File: src/spi_port_pkg.sv
// Shared types and constants for the serial peripheral port.
// Assumes one core clock domain; pins are sampled inside the port.
package spi_port_pkg;

  // ****************************************************************
  // Sizes and defaults
  // ****************************************************************
  localparam int WORD_W = 8;
  localparam int FIFO_DEPTH = 32;
  localparam int BAUD_W = 8;
  localparam int FLAG_W = 4;
  localparam logic [7:0] BAUD_DIV_RESET = 8'h03;
  localparam int SOD_POS = 5;

  // ****************************************************************
  // Port control word, slave_output_disable at bit 5
  // ****************************************************************
  typedef struct packed {
    logic [1:0] spare;
    logic slave_output_disable;
    logic open_drain_select;
    logic clock_polarity;
    logic clock_phase;
    logic master_en;
    logic port_enable;
  } serial_port_control_s;

  // One two-way pin as seen from the design.
  typedef struct packed {
    logic o;
    logic oe;
  } pin_drive_s;

  // Master sequencer states, one-hot.
  typedef enum logic [1:0] {
    ST_IDLE = 2'b01,
    ST_XFER = 2'b10
  } xfer_state_e;

endpackage

File: src/tx_fifo.sv
// Synchronous FIFO with a registered output stage.
// Assumes both sides run on the same clock.
module tx_fifo #(
  parameter int WIDTH = 8,
  parameter int DEPTH = 32
) (
  // Clock and reset.
  input wire logic sys_clk,
  input wire logic resetn,
  // Fill side.
  input wire logic in_valid,
  input wire logic [WIDTH-1:0] in_data,
  output logic in_ready,
  // Drain side.
  output logic out_valid,
  output logic [WIDTH-1:0] out_data,
  input wire logic out_ready
);

  localparam int AW = $clog2(DEPTH);

  // Depth must be a power of two so the pointers wrap freely.
  if (DEPTH < 2 || (DEPTH & (DEPTH - 1)) != 0)
  begin : g_bad_depth
    $error("tx_fifo depth must be a power of two of at least 2.");
  end

  logic [WIDTH-1:0] mem_r [DEPTH];
  logic [AW-1:0] wr_ptr_r;
  logic [AW-1:0] rd_ptr_r;
  logic [AW:0] count_r;
  logic push;
  logic load;

  // The memory accepts while it is not full; the head stage refills.
  assign in_ready = (count_r != AW'(0) + (AW+1)'(DEPTH));
  assign push = in_valid && in_ready;
  assign load = (count_r != '0) && (!out_valid || out_ready);

  // Memory writes.
  always_ff @(posedge sys_clk)
  begin
    if (push)
      mem_r[wr_ptr_r] <= in_data;
  end

  // Pointers and fill level.
  always_ff @(posedge sys_clk or negedge resetn)
  begin
    if (!resetn)
    begin
      wr_ptr_r <= '0;
      rd_ptr_r <= '0;
      count_r <= '0;
    end
    else
    begin
      if (push)
        wr_ptr_r <= wr_ptr_r + AW'(1);
      if (load)
        rd_ptr_r <= rd_ptr_r + AW'(1);
      count_r <= count_r + (AW+1)'(push) - (AW+1)'(load);
    end
  end

  // Registered head word, so the reader never sees the array directly.
  always_ff @(posedge sys_clk or negedge resetn)
  begin
    if (!resetn)
    begin
      out_valid <= 1'b0;
      out_data <= '0;
    end
    else if (load)
    begin
      out_valid <= 1'b1;
      out_data <= mem_r[rd_ptr_r];
    end
    else if (out_ready)
      out_valid <= 1'b0;
  end

endmodule

File: src/spi_port.sv
// Serial peripheral port: master or slave shifter with pin control.
// Assumes pins are resolved outside from the output and enable pairs,
// and that all control inputs come from logic on sys_clk.

module spi_port #(
  parameter int WORD_W = spi_port_pkg::WORD_W,
  parameter int FIFO_DEPTH = spi_port_pkg::FIFO_DEPTH,
  parameter int BAUD_W = spi_port_pkg::BAUD_W,
  parameter int FLAG_W = spi_port_pkg::FLAG_W,
  parameter bit MASTER_BOOT = 1'b0
) (
  // Clock and reset.
  input wire logic sys_clk,
  input wire logic resetn,
  // Control.
  input wire spi_port_pkg::serial_port_control_s serial_port_control,
  input wire logic [BAUD_W-1:0] baud_div,
  input wire logic [FLAG_W-1:0] select_mask,
  input wire logic mm_err_clear,
  // Transmit stream.
  input wire logic tx_valid,
  input wire logic [WORD_W-1:0] tx_data,
  output logic tx_ready,
  // Receive stream.
  output logic rx_valid,
  output logic [WORD_W-1:0] rx_data,
  // Status.
  output logic busy,
  output logic mm_err,
  // Serial clock pin.
  input wire logic serial_port_clock_i,
  output spi_port_pkg::pin_drive_s serial_port_clock,
  // Master-out slave-in pin.
  input wire logic mosi_i,
  output spi_port_pkg::pin_drive_s mosi,
  // Master-in slave-out pin.
  input wire logic miso_i,
  output spi_port_pkg::pin_drive_s miso,
  // Slave select input, active low.
  input wire logic slave_select_input_n,
  // Flag pins used as slave selects.
  output logic [FLAG_W-1:0] general_purpose_pins_o,
  output logic [FLAG_W-1:0] general_purpose_pins_oe
);

  localparam int EW = $clog2(2 * WORD_W);
  localparam int BW = $clog2(WORD_W + 1);
  localparam logic [EW-1:0] LAST_EDGE = EW'(2 * WORD_W - 1);
  localparam logic [BW-1:0] LAST_BIT = BW'(WORD_W - 1);

  // Refuse shapes the shifter cannot serve.
  if (WORD_W < 2 || BAUD_W < 1 || FLAG_W < 1)
  begin : g_bad_shape
    $error("spi_port needs WORD_W of 2 or more and nonzero widths.");
  end

  // ****************************************************************
  // Declarations
  // ****************************************************************
  spi_port_pkg::xfer_state_e state_r;
  spi_port_pkg::xfer_state_e state_nxt;
  logic sclk_s1_r, sclk_s2_r, sclk_s3_r;
  logic ss_s1_r, ss_s2_r, ss_s3_r;
  logic mosi_s1_r, mosi_s2_r;
  logic miso_s1_r, miso_s2_r;
  logic [BAUD_W-1:0] div_cnt_r;
  logic [EW-1:0] edge_cnt_r;
  logic [BW-1:0] bit_cnt_r;
  logic sclk_r;
  logic out_r;
  logic need_load_r;
  logic [WORD_W-1:0] tx_sr_r;
  logic [WORD_W-1:0] rx_sr_r;
  logic fifo_valid;
  logic [WORD_W-1:0] fifo_data;
  logic fifo_pop;
  logic is_master, cpol, cpha, tick, xfer, start_m;
  logic lead_m, trail_m, slave_act, ss_fall, lead_s, trail_s;
  logic launch, sample, din, word_done, abort;
  logic sample_now;
  logic [2:0] samp_pipe_r;
  logic [WORD_W-1:0] next_word;

  // ****************************************************************
  // Transmit buffer
  // ****************************************************************
  tx_fifo #(
    .WIDTH(WORD_W),
    .DEPTH(FIFO_DEPTH)
  ) u_tx_fifo (
    .sys_clk(sys_clk),
    .resetn(resetn),
    .in_valid(tx_valid),
    .in_data(tx_data),
    .in_ready(tx_ready),
    .out_valid(fifo_valid),
    .out_data(fifo_data),
    .out_ready(fifo_pop)
  );

  // ****************************************************************
  // Pin synchronisers
  // ****************************************************************

  // Two flops on every pin; the third clock and select flops only feed edge finding.
  always_ff @(posedge sys_clk or negedge resetn)
  begin
    if (!resetn)
    begin
      sclk_s1_r <= 1'b1;
      sclk_s2_r <= 1'b1;
      sclk_s3_r <= 1'b1;
      ss_s1_r <= 1'b1;
      ss_s2_r <= 1'b1;
      ss_s3_r <= 1'b1;
      mosi_s1_r <= 1'b1;
      mosi_s2_r <= 1'b1;
      miso_s1_r <= 1'b1;
      miso_s2_r <= 1'b1;
    end
    else
    begin
      sclk_s1_r <= serial_port_clock_i;
      sclk_s2_r <= sclk_s1_r;
      sclk_s3_r <= sclk_s2_r;
      ss_s1_r <= slave_select_input_n;
      ss_s2_r <= ss_s1_r;
      ss_s3_r <= ss_s2_r;
      mosi_s1_r <= mosi_i;
      mosi_s2_r <= mosi_s1_r;
      miso_s1_r <= miso_i;
      miso_s2_r <= miso_s1_r;
    end
  end

  // ****************************************************************
  // Edge events
  // ****************************************************************

  // Mode decode and master clock edges.
  assign is_master = serial_port_control.port_enable &&
    serial_port_control.master_en;
  assign cpol = serial_port_control.clock_polarity;
  assign cpha = serial_port_control.clock_phase;
  assign xfer = (state_r == spi_port_pkg::ST_XFER);
  assign tick = xfer && (div_cnt_r == baud_div);
  assign abort = is_master && !ss_s2_r;
  assign start_m = !xfer && is_master && fifo_valid && !abort && !mm_err;
  assign lead_m = tick && (sclk_r == cpol);
  assign trail_m = tick && (sclk_r != cpol);

  // Slave edges count only while selected.
  assign slave_act = serial_port_control.port_enable &&
    !serial_port_control.master_en && !ss_s2_r;
  assign ss_fall = slave_act && ss_s3_r;
  assign lead_s = slave_act && (sclk_s2_r != sclk_s3_r) &&
    (sclk_s2_r != cpol);
  assign trail_s = slave_act && (sclk_s2_r != sclk_s3_r) &&
    (sclk_s2_r == cpol);

  // Launch on one edge, sample on the other, chosen by phase.
  always_comb
  begin
    if (is_master)
    begin
      launch = cpha ? lead_m
        : ((start_m) || (trail_m && edge_cnt_r != LAST_EDGE));
      sample_now = cpha ? trail_m : lead_m;
      din = miso_s2_r;
    end
    else
    begin
      launch = cpha ? lead_s : (ss_fall || trail_s);
      sample_now = cpha ? trail_s : lead_s;
      din = mosi_s2_r;
    end
  end

  // Master samples wait out the pin register and the input synchroniser,
  // so each lands on the return bit as it stood at the pin's edge.
  always_ff @(posedge sys_clk or negedge resetn)
  begin
    if (!resetn)
      samp_pipe_r <= '0;
    else if (!is_master || abort)
      samp_pipe_r <= '0;
    else
      samp_pipe_r <= {samp_pipe_r[1:0], sample_now};
  end

  assign sample = is_master ? samp_pipe_r[2] : sample_now;
  assign word_done = sample && (bit_cnt_r == LAST_BIT);
  assign fifo_pop = launch && need_load_r && fifo_valid;
  assign next_word = fifo_valid ? fifo_data : '0;

  // ****************************************************************
  // Master sequencer
  // ****************************************************************

  // A word runs from start to its last clock edge, then idles.
  always_comb
  begin
    case (state_r)
      spi_port_pkg::ST_IDLE:
        state_nxt = start_m ? spi_port_pkg::ST_XFER
          : spi_port_pkg::ST_IDLE;
      spi_port_pkg::ST_XFER:
        state_nxt = (abort || !is_master ||
          (tick && edge_cnt_r == LAST_EDGE)) ? spi_port_pkg::ST_IDLE
          : spi_port_pkg::ST_XFER;
      default:
        state_nxt = spi_port_pkg::ST_IDLE;
    endcase
  end

  // State register.
  always_ff @(posedge sys_clk or negedge resetn)
  begin
    if (!resetn)
      state_r <= spi_port_pkg::ST_IDLE;
    else
      state_r <= state_nxt;
  end

  // Half-bit divider; a tick is a one-cycle enable.
  always_ff @(posedge sys_clk or negedge resetn)
  begin
    if (!resetn)
      div_cnt_r <= '0;
    else if (!xfer || tick)
      div_cnt_r <= '0;
    else
      div_cnt_r <= div_cnt_r + BAUD_W'(1);
  end

  // Clock toggles twice per bit and rests at the polarity level.
  always_ff @(posedge sys_clk or negedge resetn)
  begin
    if (!resetn)
    begin
      sclk_r <= 1'b0;
      edge_cnt_r <= '0;
    end
    else if (!xfer)
    begin
      sclk_r <= cpol;
      edge_cnt_r <= '0;
    end
    else if (tick)
    begin
      sclk_r <= ~sclk_r;
      edge_cnt_r <= edge_cnt_r + EW'(1);
    end
  end

  // ****************************************************************
  // Shared shift datapath
  // ****************************************************************

  // Launch side: reload from the buffer at a word boundary.
  always_ff @(posedge sys_clk or negedge resetn)
  begin
    if (!resetn)
    begin
      out_r <= 1'b0;
      tx_sr_r <= '0;
      need_load_r <= 1'b1;
    end
    else if ((!is_master && !slave_act) || (is_master && !xfer &&
      !start_m))
      need_load_r <= 1'b1;
    else if (launch)
    begin
      need_load_r <= 1'b0;
      if (need_load_r)
      begin
        out_r <= next_word[WORD_W-1];
        tx_sr_r <= {next_word[WORD_W-2:0], 1'b0};
      end
      else
      begin
        out_r <= tx_sr_r[WORD_W-1];
        tx_sr_r <= {tx_sr_r[WORD_W-2:0], 1'b0};
      end
    end
    else if (is_master ? (tick && edge_cnt_r == LAST_EDGE) : word_done)
      need_load_r <= 1'b1;
  end

  // Sample side: collect bits and hand out full words.
  always_ff @(posedge sys_clk or negedge resetn)
  begin
    if (!resetn)
    begin
      rx_sr_r <= '0;
      bit_cnt_r <= '0;
      rx_valid <= 1'b0;
      rx_data <= '0;
    end
    else
    begin
      rx_valid <= 1'b0;
      if ((!is_master && !slave_act) ||
        (is_master && !xfer && samp_pipe_r == '0))
        bit_cnt_r <= '0;
      else if (sample)
      begin
        rx_sr_r <= {rx_sr_r[WORD_W-2:0], din};
        bit_cnt_r <= word_done ? '0 : bit_cnt_r + BW'(1);
        if (word_done)
        begin
          rx_valid <= 1'b1;
          rx_data <= {rx_sr_r[WORD_W-2:0], din};
        end
      end
    end
  end

  // ****************************************************************
  // Status
  // ****************************************************************

  // Contention is sticky; a new event beats a clear in the same cycle.
  always_ff @(posedge sys_clk or negedge resetn)
  begin
    if (!resetn)
      mm_err <= 1'b0;
    else if (abort)
      mm_err <= 1'b1;
    else if (mm_err_clear)
      mm_err <= 1'b0;
  end

  // Busy while a master word runs or a slave is selected.
  always_ff @(posedge sys_clk or negedge resetn)
  begin
    if (!resetn)
      busy <= 1'b0;
    else
      busy <= (state_nxt == spi_port_pkg::ST_XFER) || xfer || slave_act;
  end

  // ****************************************************************
  // Pin drivers
  // ****************************************************************

  // Clock and master-out drive only as master, or in reset for boot.
  always_ff @(posedge sys_clk or negedge resetn)
  begin
    if (!resetn)
    begin
      serial_port_clock.o <= 1'b0;
      serial_port_clock.oe <= MASTER_BOOT;
      mosi.o <= 1'b0;
      mosi.oe <= MASTER_BOOT;
    end
    else
    begin
      serial_port_clock.o <= xfer ? sclk_r : cpol;
      serial_port_clock.oe <= is_master;
      mosi.o <= out_r;
      mosi.oe <= is_master;
    end
  end

  // Master-in drives only as a selected slave, not when disabled.
  always_ff @(posedge sys_clk or negedge resetn)
  begin
    if (!resetn)
    begin
      miso.o <= 1'b0;
      miso.oe <= 1'b0;
    end
    else
    begin
      miso.o <= serial_port_control.open_drain_select ? 1'b0 : out_r;
      miso.oe <= slave_act &&
        !serial_port_control.slave_output_disable &&
        (!serial_port_control.open_drain_select || !out_r);
    end
  end

  // Flag pins act as active-low selects while a master word runs.
  always_ff @(posedge sys_clk or negedge resetn)
  begin
    if (!resetn)
    begin
      general_purpose_pins_o <= '1;
      general_purpose_pins_oe <= '0;
    end
    else
    begin
      general_purpose_pins_oe <= is_master ? select_mask : '0;
      general_purpose_pins_o <=
        ((state_nxt == spi_port_pkg::ST_XFER) || busy) ? ~select_mask
        : '1;
    end
  end

endmodule

File: config.mk
export PLATFORM = sky130hd
export DESIGN_NAME = spi_port
export DESIGN_NICKNAME = d
export VERILOG_FILES = /design/src/spi_port_pkg.sv /design/src/tx_fifo.sv /design/src/spi_port.sv
export SDC_FILE = /design/constraint.sdc
export NUM_CORES = 1
export LEC_CHECK = 0
export BUFFER_PORTS_ARGS = -buffer_cell sky130_fd_sc_hd__buf_4
export CAP_MARGIN = 20
export CELL_PAD_IN_SITES_DETAIL_PLACEMENT = 0
export CELL_PAD_IN_SITES_GLOBAL_PLACEMENT = 1
export CORE_MARGIN = 2
export CORE_UTILIZATION = 45
export DETAILED_ROUTE_END_ITERATION = 8
export PLACE_DENSITY = 0.79
export SYNTH_ARGS = -nofsm -noshare
export SYNTH_HDL_FRONTEND = slang
export SYNTH_HIERARCHICAL = 1
export SYNTH_SLANG_ARGS = --single-unit
File: constraint.sdc
create_clock -name sys_clk -period 3.68 [get_ports sys_clk]
set_input_delay 0.184 -clock sys_clk [delete_from_list [all_inputs] [get_ports sys_clk]]
set_output_delay 0.184 -clock sys_clk [all_outputs]
set_load 0.1 [all_outputs]
### Yosys cells after proc, flatten, opt, wreduce, memory -nomap -nowiden

Memory sizes are Yosys's and may differ from the RTL's. A register that Yosys moved wholly into a read port is not among the register bits.
Cells that the tools add are included.

* add/subtract/negate cells: 7
* multipliers: 0
* divide/modulo/power cells: 0
* magnitude comparators: 0
* eq/ne operators: 14
* shifts and indexed selects: 0
* mux-type cells: 40
* bitwise gates (word level): 4
* reduce and logical (&&, ||, !) cells: 61

Operators by type and width (count)
* 2-to-1 mux 4 bit: 7
* logical AND 1 bit: 27
* 2-to-1 mux 1 bit: 26
* 2-to-1 mux 8 bit: 3
* zero test 1 bit: 13
* logical OR 1 bit: 12
* adder 5 x 1 -> 5 bit, second input constant: 2
* adder 4 x 1 -> 4 bit, second input constant: 2
* adder 8 x 1 -> 8 bit, second input constant: 1
* == test 8 bit: 1
* adder 6 x 1 -> 6 bit: 1
* != test 6 bit, second input constant: 1
* nonzero test 2 bit: 3
* nonzero test 6 bit: 1
* subtractor 6 x 1 -> 6 bit: 1
* == test 2 bit, second input constant: 2
* == test 4 x 3 -> 1 bit, second input constant: 1
* == test 4 bit, second input constant: 1
* 2-to-1 mux 2 bit: 2
* != test 4 bit, second input constant: 1
* NOT 4 bit: 1
* one-hot mux 2 bit (2 select lines): 1
* AND reduction 2 bit: 2
* zero test 3 bit: 1
* 8 further kinds: 13

* register bits: 90
* latch bits: 0
* memory bits (writable): 256
* memory bits (read-only): 0
* output and inout port bits: 26
* word-level logic and storage cells: 162
* memories kept: 1

Memories
* u_tx_fifo.mem_r: depth 32, width 8, read ports 1, clocked after Yosys merged registers in 1, write ports 1, RTL line tx_fifo.sv:28 `logic [WIDTH-1:0] mem_r [DEPTH];`

### Longest topological paths before layout

* depth in word-level cells: 14
* depth in mapped cells: 19
* depth with buffers taken out: 17

### Cells and area by module

The synthesis kept the hierarchy.

Modules (own cells, without submodules)
* tx_fifo: instances 1, cells each 597, area an instance 11212.0 um2, seq. area each 8313.0 um2
* spi_port: instances 1, cells each 261, area an instance 3130.5 um2, seq. area each 1821.7 um2

### Least setup slack after synthesis

Ideal clock, no wire load.

* kind: register -> register
* start point: register mm_err
* end point: register u_tx_fifo.count_r[5]
* data arrival time: 3.868 ns
* slack: -0.328 ns
* stages on the path, launching flop included: 16
* buffers on the path: 1
* cells stage by stage: dfrtp_1 -> nand3b_1 -> nor4_1 -> a31oi_4 -> o31ai_4 -> and2_2 -> nand2b_1 -> and2_0 -> clkbuf_1 -> ha_1 -> inv_1 -> ha_1 -> a21o_1 -> a21o_1 -> a2111oi_0 -> a311oi_1

* cells in the longest elaborated chain, start to end: 10

Ends and longest elaborated chain
* start, declared: RTL line spi_port.sv:29 `output logic mm_err,`
* start signal, assigned: RTL line spi_port.sv:327 `mm_err <= 1'b0;`
* start signal, assigned: RTL line spi_port.sv:329 `mm_err <= 1'b1;`
* start signal, assigned: RTL line spi_port.sv:331 `mm_err <= 1'b0;`
* zero test 1 bit: RTL line spi_port.sv:148 `assign start_m = !xfer && is_master && fifo_valid && !abort && !mm_err;`
* logical AND 1 bit: RTL line spi_port.sv:148
* logical OR 1 bit: RTL line spi_port.sv:167 `: ((start_m) || (trail_m && edge_cnt_r != LAST_EDGE));`
* 2-to-1 mux 1 bit: RTL line spi_port.sv:166 `launch = cpha ? lead_m`
* 2-to-1 mux 1 bit: RTL line spi_port.sv:164 `if (is_master)`
* logical AND 1 bit (2 in series): RTL line spi_port.sv:193 `assign fifo_pop = launch && need_load_r && fifo_valid;`
* via fifo_pop: RTL line spi_port.sv:76 `logic fifo_pop;`
* logical OR 1 bit: RTL line tx_fifo.sv:38 `assign load = (count_r != '0) && (!out_valid || out_ready);`
* logical AND 1 bit: RTL line tx_fifo.sv:38
* via u_tx_fifo.load: RTL line tx_fifo.sv:33 `logic load;`
* subtractor 6 x 1 -> 6 bit: RTL line tx_fifo.sv:62 `count_r <= count_r + (AW+1)'(push) - (AW+1)'(load);`
* end signal, assigned: RTL line tx_fifo.sv:62
* end, declared: RTL line tx_fifo.sv:31 `logic [AW:0] count_r;`

The timed path passes the listed nets, and every way through them passes these cells.
A chain may end at the register's enable or synchronous reset.

### Worst setup path in the final report

* start point: register state_r[0]
* end point: register u_tx_fifo.count_r[5]

* cells in the longest elaborated chain, start to end: 14

Ends and longest elaborated chain
* start, declared: RTL line spi_port.sv:60 `spi_port_pkg::xfer_state_e state_r;`
* start signal, assigned: RTL line spi_port.sv:220 `state_r <= spi_port_pkg::ST_IDLE;`
* start signal, assigned: RTL line spi_port.sv:222 `state_r <= state_nxt;`
* == test 2 bit *: RTL line spi_port.sv:145 `assign xfer = (state_r == spi_port_pkg::ST_XFER);`
* zero test 1 bit: RTL line spi_port.sv:148
* logical AND 1 bit (4 in series): RTL line spi_port.sv:148
* logical OR 1 bit: RTL line spi_port.sv:167
* 2-to-1 mux 1 bit *: RTL line spi_port.sv:166
* 2-to-1 mux 1 bit *: RTL line spi_port.sv:164
* logical AND 1 bit * (2 in series): RTL line spi_port.sv:193
* via fifo_pop: RTL line spi_port.sv:76
* logical OR 1 bit *: RTL line tx_fifo.sv:38
* logical AND 1 bit *: RTL line tx_fifo.sv:38
* subtractor 6 x 1 -> 6 bit *: RTL line tx_fifo.sv:62

The timed path passes the listed nets; every way through them passes the cells marked *.

==> metrics.txt <==
# TYPE chip_impl_metric gauge
chip_impl_info{name="run_status",value="finished clean"} 1
chip_impl_metric{name="min_period",unit="ns"} 3.382
chip_impl_metric{name="drt.antenna.violating_nets",unit=""} 0
chip_impl_metric{name="placedInstanceArea",unit="um^2"} 15210
chip_impl_metric{name="postSynthRegisterBits",unit=""} 353
chip_impl_info{name="endpoint_kind",value="flip-flop"} 1
chip_impl_info{name="cts_root_buffer",value="clkbuf_16"} 1
chip_impl_metric{name="global_route_wire_length_before_repair",unit="um"} 45200
chip_impl_metric{name="setup-tns-final",unit="ns"} 0
chip_impl_metric{name="grt_use_total",unit="%"} 17.93
chip_impl_metric{name="finalHoldWorstSlack",unit="ns"} 0.07787
chip_impl_metric{name="finish.utilization",unit="%"} 52.83
chip_impl_metric{name="synth.lib_cells_used.distinct",unit=""} 59
chip_impl_metric{name="post-cts-setup-buffer-count",unit=""} 0
chip_impl_metric{name="dr_total_vias",unit=""} 7661
chip_impl_metric{name="critical_path_arrival",unit="ns"} 3.79
chip_impl_metric{name="flow.area_growth_from_synthesis",unit="%"} 15.94
chip_impl_metric{name="placed_cells_incl_taps",unit=""} 1300
chip_impl_metric{name="core.rowCount",unit=""} 65
chip_impl_metric{name="globalRouteOverflowTotal",unit=""} 0
chip_impl_metric{name="floorplan.die.height",unit="um"} 182.5
chip_impl_metric{name="fraction_of_layout_cells_with_a_size_suffix_above_1",unit="%"} 24.47
chip_impl_metric{name="chipWidth",unit="um"} 182.5
chip_impl_metric{name="finish.cell_count_without_fillers",unit=""} 1387
chip_impl_metric{name="net_count_reported_at_finish",unit=""} 1011
chip_impl_info{name="mostFrequentLayoutCells",value="edfxtp_1 (256), dfrtp_1 (78), buf_4 (74)"} 1
chip_impl_metric{name="post_drt_wl_per_cell",unit="um"} 20.96
chip_impl_info{name="worstSetupPathType",value="reg2reg"} 1
chip_impl_metric{name="finalHoldViolations",unit=""} 0
chip_impl_info{name="clock_tree_from_tritoncts",value="done"} 1
chip_impl_metric{name="finalWirelength",unit="um"} 29070
chip_impl_metric{name="post_synth_inst_count",unit=""} 858
chip_impl_metric{name="finalWorstSetupSlack",unit="ns"} 0.2983
chip_impl_info{name="hold_path_class",value="in2reg"} 1
chip_impl_info{name="timing.critical_path.from_type",value="flip-flop"} 1
chip_impl_metric{name="clkTransAtPathRegs",unit="ns"} 0.06
chip_impl_info{name="primary_flip_flop_cell_chosen_by_synthesis_mapping",value="edfxtp_1"} 1
chip_impl_metric{name="drt_iter0_markers",unit=""} 575
chip_impl_metric{name="critical_path_required",unit="ns"} 4.09
chip_impl_metric{name="cts_max_level",unit=""} 2
chip_impl_metric{name="power_leakage",unit="nW"} 6.118
chip_impl_metric{name="largest_net_degree_at_the_start_of_global_routing",unit=""} 48
chip_impl_metric{name="slew_viol_final",unit=""} 0
chip_impl_metric{name="fillerInstances",unit=""} 2541
chip_impl_metric{name="total_of_warnings_raised_by_yosys",unit=""} 6
chip_impl_metric{name="cts_num_sinks",unit=""} 353
chip_impl_metric{name="dp_hpwl",unit="um"} 18050
chip_impl_metric{name="diodes",unit=""} 0
chip_impl_info{name="synth.top_cells.by_area",value="edfxtp_1 (54%), dfrtp_1 (14%), mux4_2 (6.3%), mux2i_1 (3.8%), dfstp_2 (2.9%)"} 1
chip_impl_metric{name="first_global_vias",unit=""} 7916
chip_impl_metric{name="synth.yosys.seq_area_share",unit="%"} 70.66
chip_impl_metric{name="initial_utilization",unit="%"} 45.57
chip_impl_metric{name="drc_violation_count_after_routing",unit=""} 0
chip_impl_metric{name="routed_via_density",unit=""} 5.523
chip_impl_metric{name="syn_avg_cell_area",unit="um^2"} 16.72
chip_impl_metric{name="post-synth-top-area-fraction",unit="%"} 53.60
chip_impl_metric{name="post-layout-total-power",unit="mW"} 11.77
chip_impl_metric{name="antenna_found_initial",unit=""} 0
chip_impl_metric{name="max-clock-path-buffers",unit=""} 3
chip_impl_metric{name="synth_edf_count",unit=""} 256
chip_impl_metric{name="cts_resized",unit=""} 0
chip_impl_metric{name="clock-skew-final",unit="ns"} 0.01274
chip_impl_metric{name="synthesis.nets",unit=""} 914
chip_impl_metric{name="design.die.area",unit="um^2"} 33320
chip_impl_metric{name="io-pin-count",unit=""} 62
chip_impl_info{name="setup_repair_after_global_routing_missed_its_margin",value="false"} 1
chip_impl_metric{name="timing.final.crit_share",unit="%"} 91.89
chip_impl_metric{name="numPortBuffers",unit=""} 59
chip_impl_metric{name="floorplan.core_area",unit="um^2"} 31470
chip_impl_info{name="netlist.top_cell.by_area",value="edfxtp_1"} 1
chip_impl_metric{name="cap_viol_max_count",unit=""} 0
chip_impl_metric{name="tritoncts.num_buffers",unit=""} 38
chip_impl_metric{name="drt_first_pass_iters",unit=""} 5
chip_impl_metric{name="final_cell_area",unit="um^2"} 16630
chip_impl_metric{name="max_slew.worst_pin.slew",unit="ns"} 0.9175
chip_impl_metric{name="setup_viol",unit=""} 0
chip_impl_info{name="layout_commonest_cell",value="edfxtp_1"} 1
chip_impl_metric{name="gp_congestion",unit=""} 0.7883
chip_impl_metric{name="mappedNetlistArea",unit="um^2"} 14340
chip_impl_metric{name="critPathMaxFanout",unit=""} 4
chip_impl_metric{name="place_ws",unit="ns"} 0.3085
chip_impl_metric{name="power_density",unit="nW/um^2"} 708.0
chip_impl_metric{name="worst_skew_pair.late_latency",unit="ns"} 0.54
chip_impl_metric{name="maxClockFrequency",unit="MHz"} 295.7
chip_impl_metric{name="synth_async_sr_flop_share",unit="%"} 27.48
chip_impl_metric{name="maxSlewHeadroom",unit="%"} 38.61
chip_impl_metric{name="worst_ir_drop_vdd",unit="mV"} 0.4463
synth_stat cells (3+ instances only):
cell type    n
a211oi_1    15
a21o_1       3
a21oi_1     15
a221oi_1     7
and2_1       6
and3_1       7
buf_2        8
buf_4        5
buf_6        8
clkbuf_1    11
dfrtp_1     81
dfstp_2     16
edfxtp_1   256
ha_1        19
inv_1       25
mux2_2      30
mux2i_1     55
mux4_2      40
nand2_1     40
nand2b_1     3
nand3_1     10
nand3b_1     9
nand4_1      5
nor2_1      56
nor2b_1     11
nor3_1       7
o21ai_0     11
o22ai_1     26
or3b_2       4
xnor2_1     24
xor2_1       7
registers in the layout, indices dropped and copies added (netlist names), 3 cells and up:
name and flops:
u_tx_fifo/wr_ptr_r 5, u_tx_fifo/count_r 6, bit_cnt_r 4, u_tx_fifo/out_data 8, div_cnt_r 8, edge_cnt_r 4, rx_sr_r 7, u_tx_fifo/mem_r 256
general_purpose_pins_o 4, u_tx_fifo/rd_ptr_r 5, tx_sr_r 7, samp_pipe_r 3, rx_data 8, general_purpose_pins_oe 4
routing by layer:
metal | up-vias | GRT usage (%) | routed length (um)
li1 | 3459 | - | -
met1 | 3926 | 23.74 | 12460
met2 | 213 | 29.34 | 14070
met3 | 63 | 3.891 | 1738
met4 | 0 | 6.548 | 804
met5 | - | 0 | 0
critical path: stages, from the launching register on:
cell and delay (ns):
dfstp_2 0.53, inv_1 0.04, ha_1 0.20, nor4_1 0.49
a31oi_4 0.06, o31ai_4 0.09, and2_4 0.16, nand2b_1 0.16
and2_1 0.17, ha_1 0.18, inv_1 0.05, ha_1 0.26
a21o_1 0.17, a21o_1 0.20, a2111oi_1 0.38, a311oi_1 0.09
logic make-up after synthesis:
group	synth area share, %
xor gates and xnor gates	1.893
DFF	70.66
adders and majority gates	1.797
AOI/OAI and AO/OA	4.440
buffers and inverters	2.399
and+or+nand+nor	6.229
muxes	12.58
where the power goes:
| part | switching (mW) | internal (mW) |
|---|---|---|
| Combinational | 1.71 | 1.27 |
| Sequential | 0.322 | 4.69 |
| Clock | 1.54 | 2.24 |
| Total | 3.57 | 8.20 |
worst paths after layout:
path / startpoint / end / slack, ns / depth (start not counted)
worst max register to register: state_r[0]$_DFF_PN1_ / u_tx_fifo/count_r[5]$_DFF_PN0_ / 0.30 / 15
min in group asynchronous: resetn / div_cnt_r[7]$_DFF_PN0_ / 0.20 / 2
worst min register to register: sclk_s1_r$_DFF_PN1_ / sclk_s2_r$_DFF_PN1_ / 0.36 / 0
worst max-delay path: state_r[0]$_DFF_PN1_ / u_tx_fifo/count_r[5]$_DFF_PN0_ / 0.30 / 15
max in group asynchronous: resetn / ss_s2_r$_DFF_PN1_ / 2.64 / 3
worst min-delay path: tx_data[6] / u_tx_fifo/mem_r[26][6]$_DFFE_PP_ / 0.08 / 1
timing repair:
action                                 in CTS  in global routing
hold buffers                               17                  0
endpoints found under the hold margin      53                  0
setup endpoints to repair                   0                  0
layout make-up:
| type | count | area, um^2 | share of cell area [%] |
|---|---|---|---|
| sequential | 353 | 10140 | 60.99 |
| multi-input combinational | 443 | 3871 | 23.28 |
| clock buffer | 57 | 1104 | 6.637 |
| timing repair buffer | 93 | 765.7 | 4.605 |
| tap | 402 | 503.0 | 3.025 |
| clock inverter | 13 | 146.4 | 0.8804 |
| inverter | 26 | 97.59 | 0.5869 |
Power figures use the tool's default switching activity.
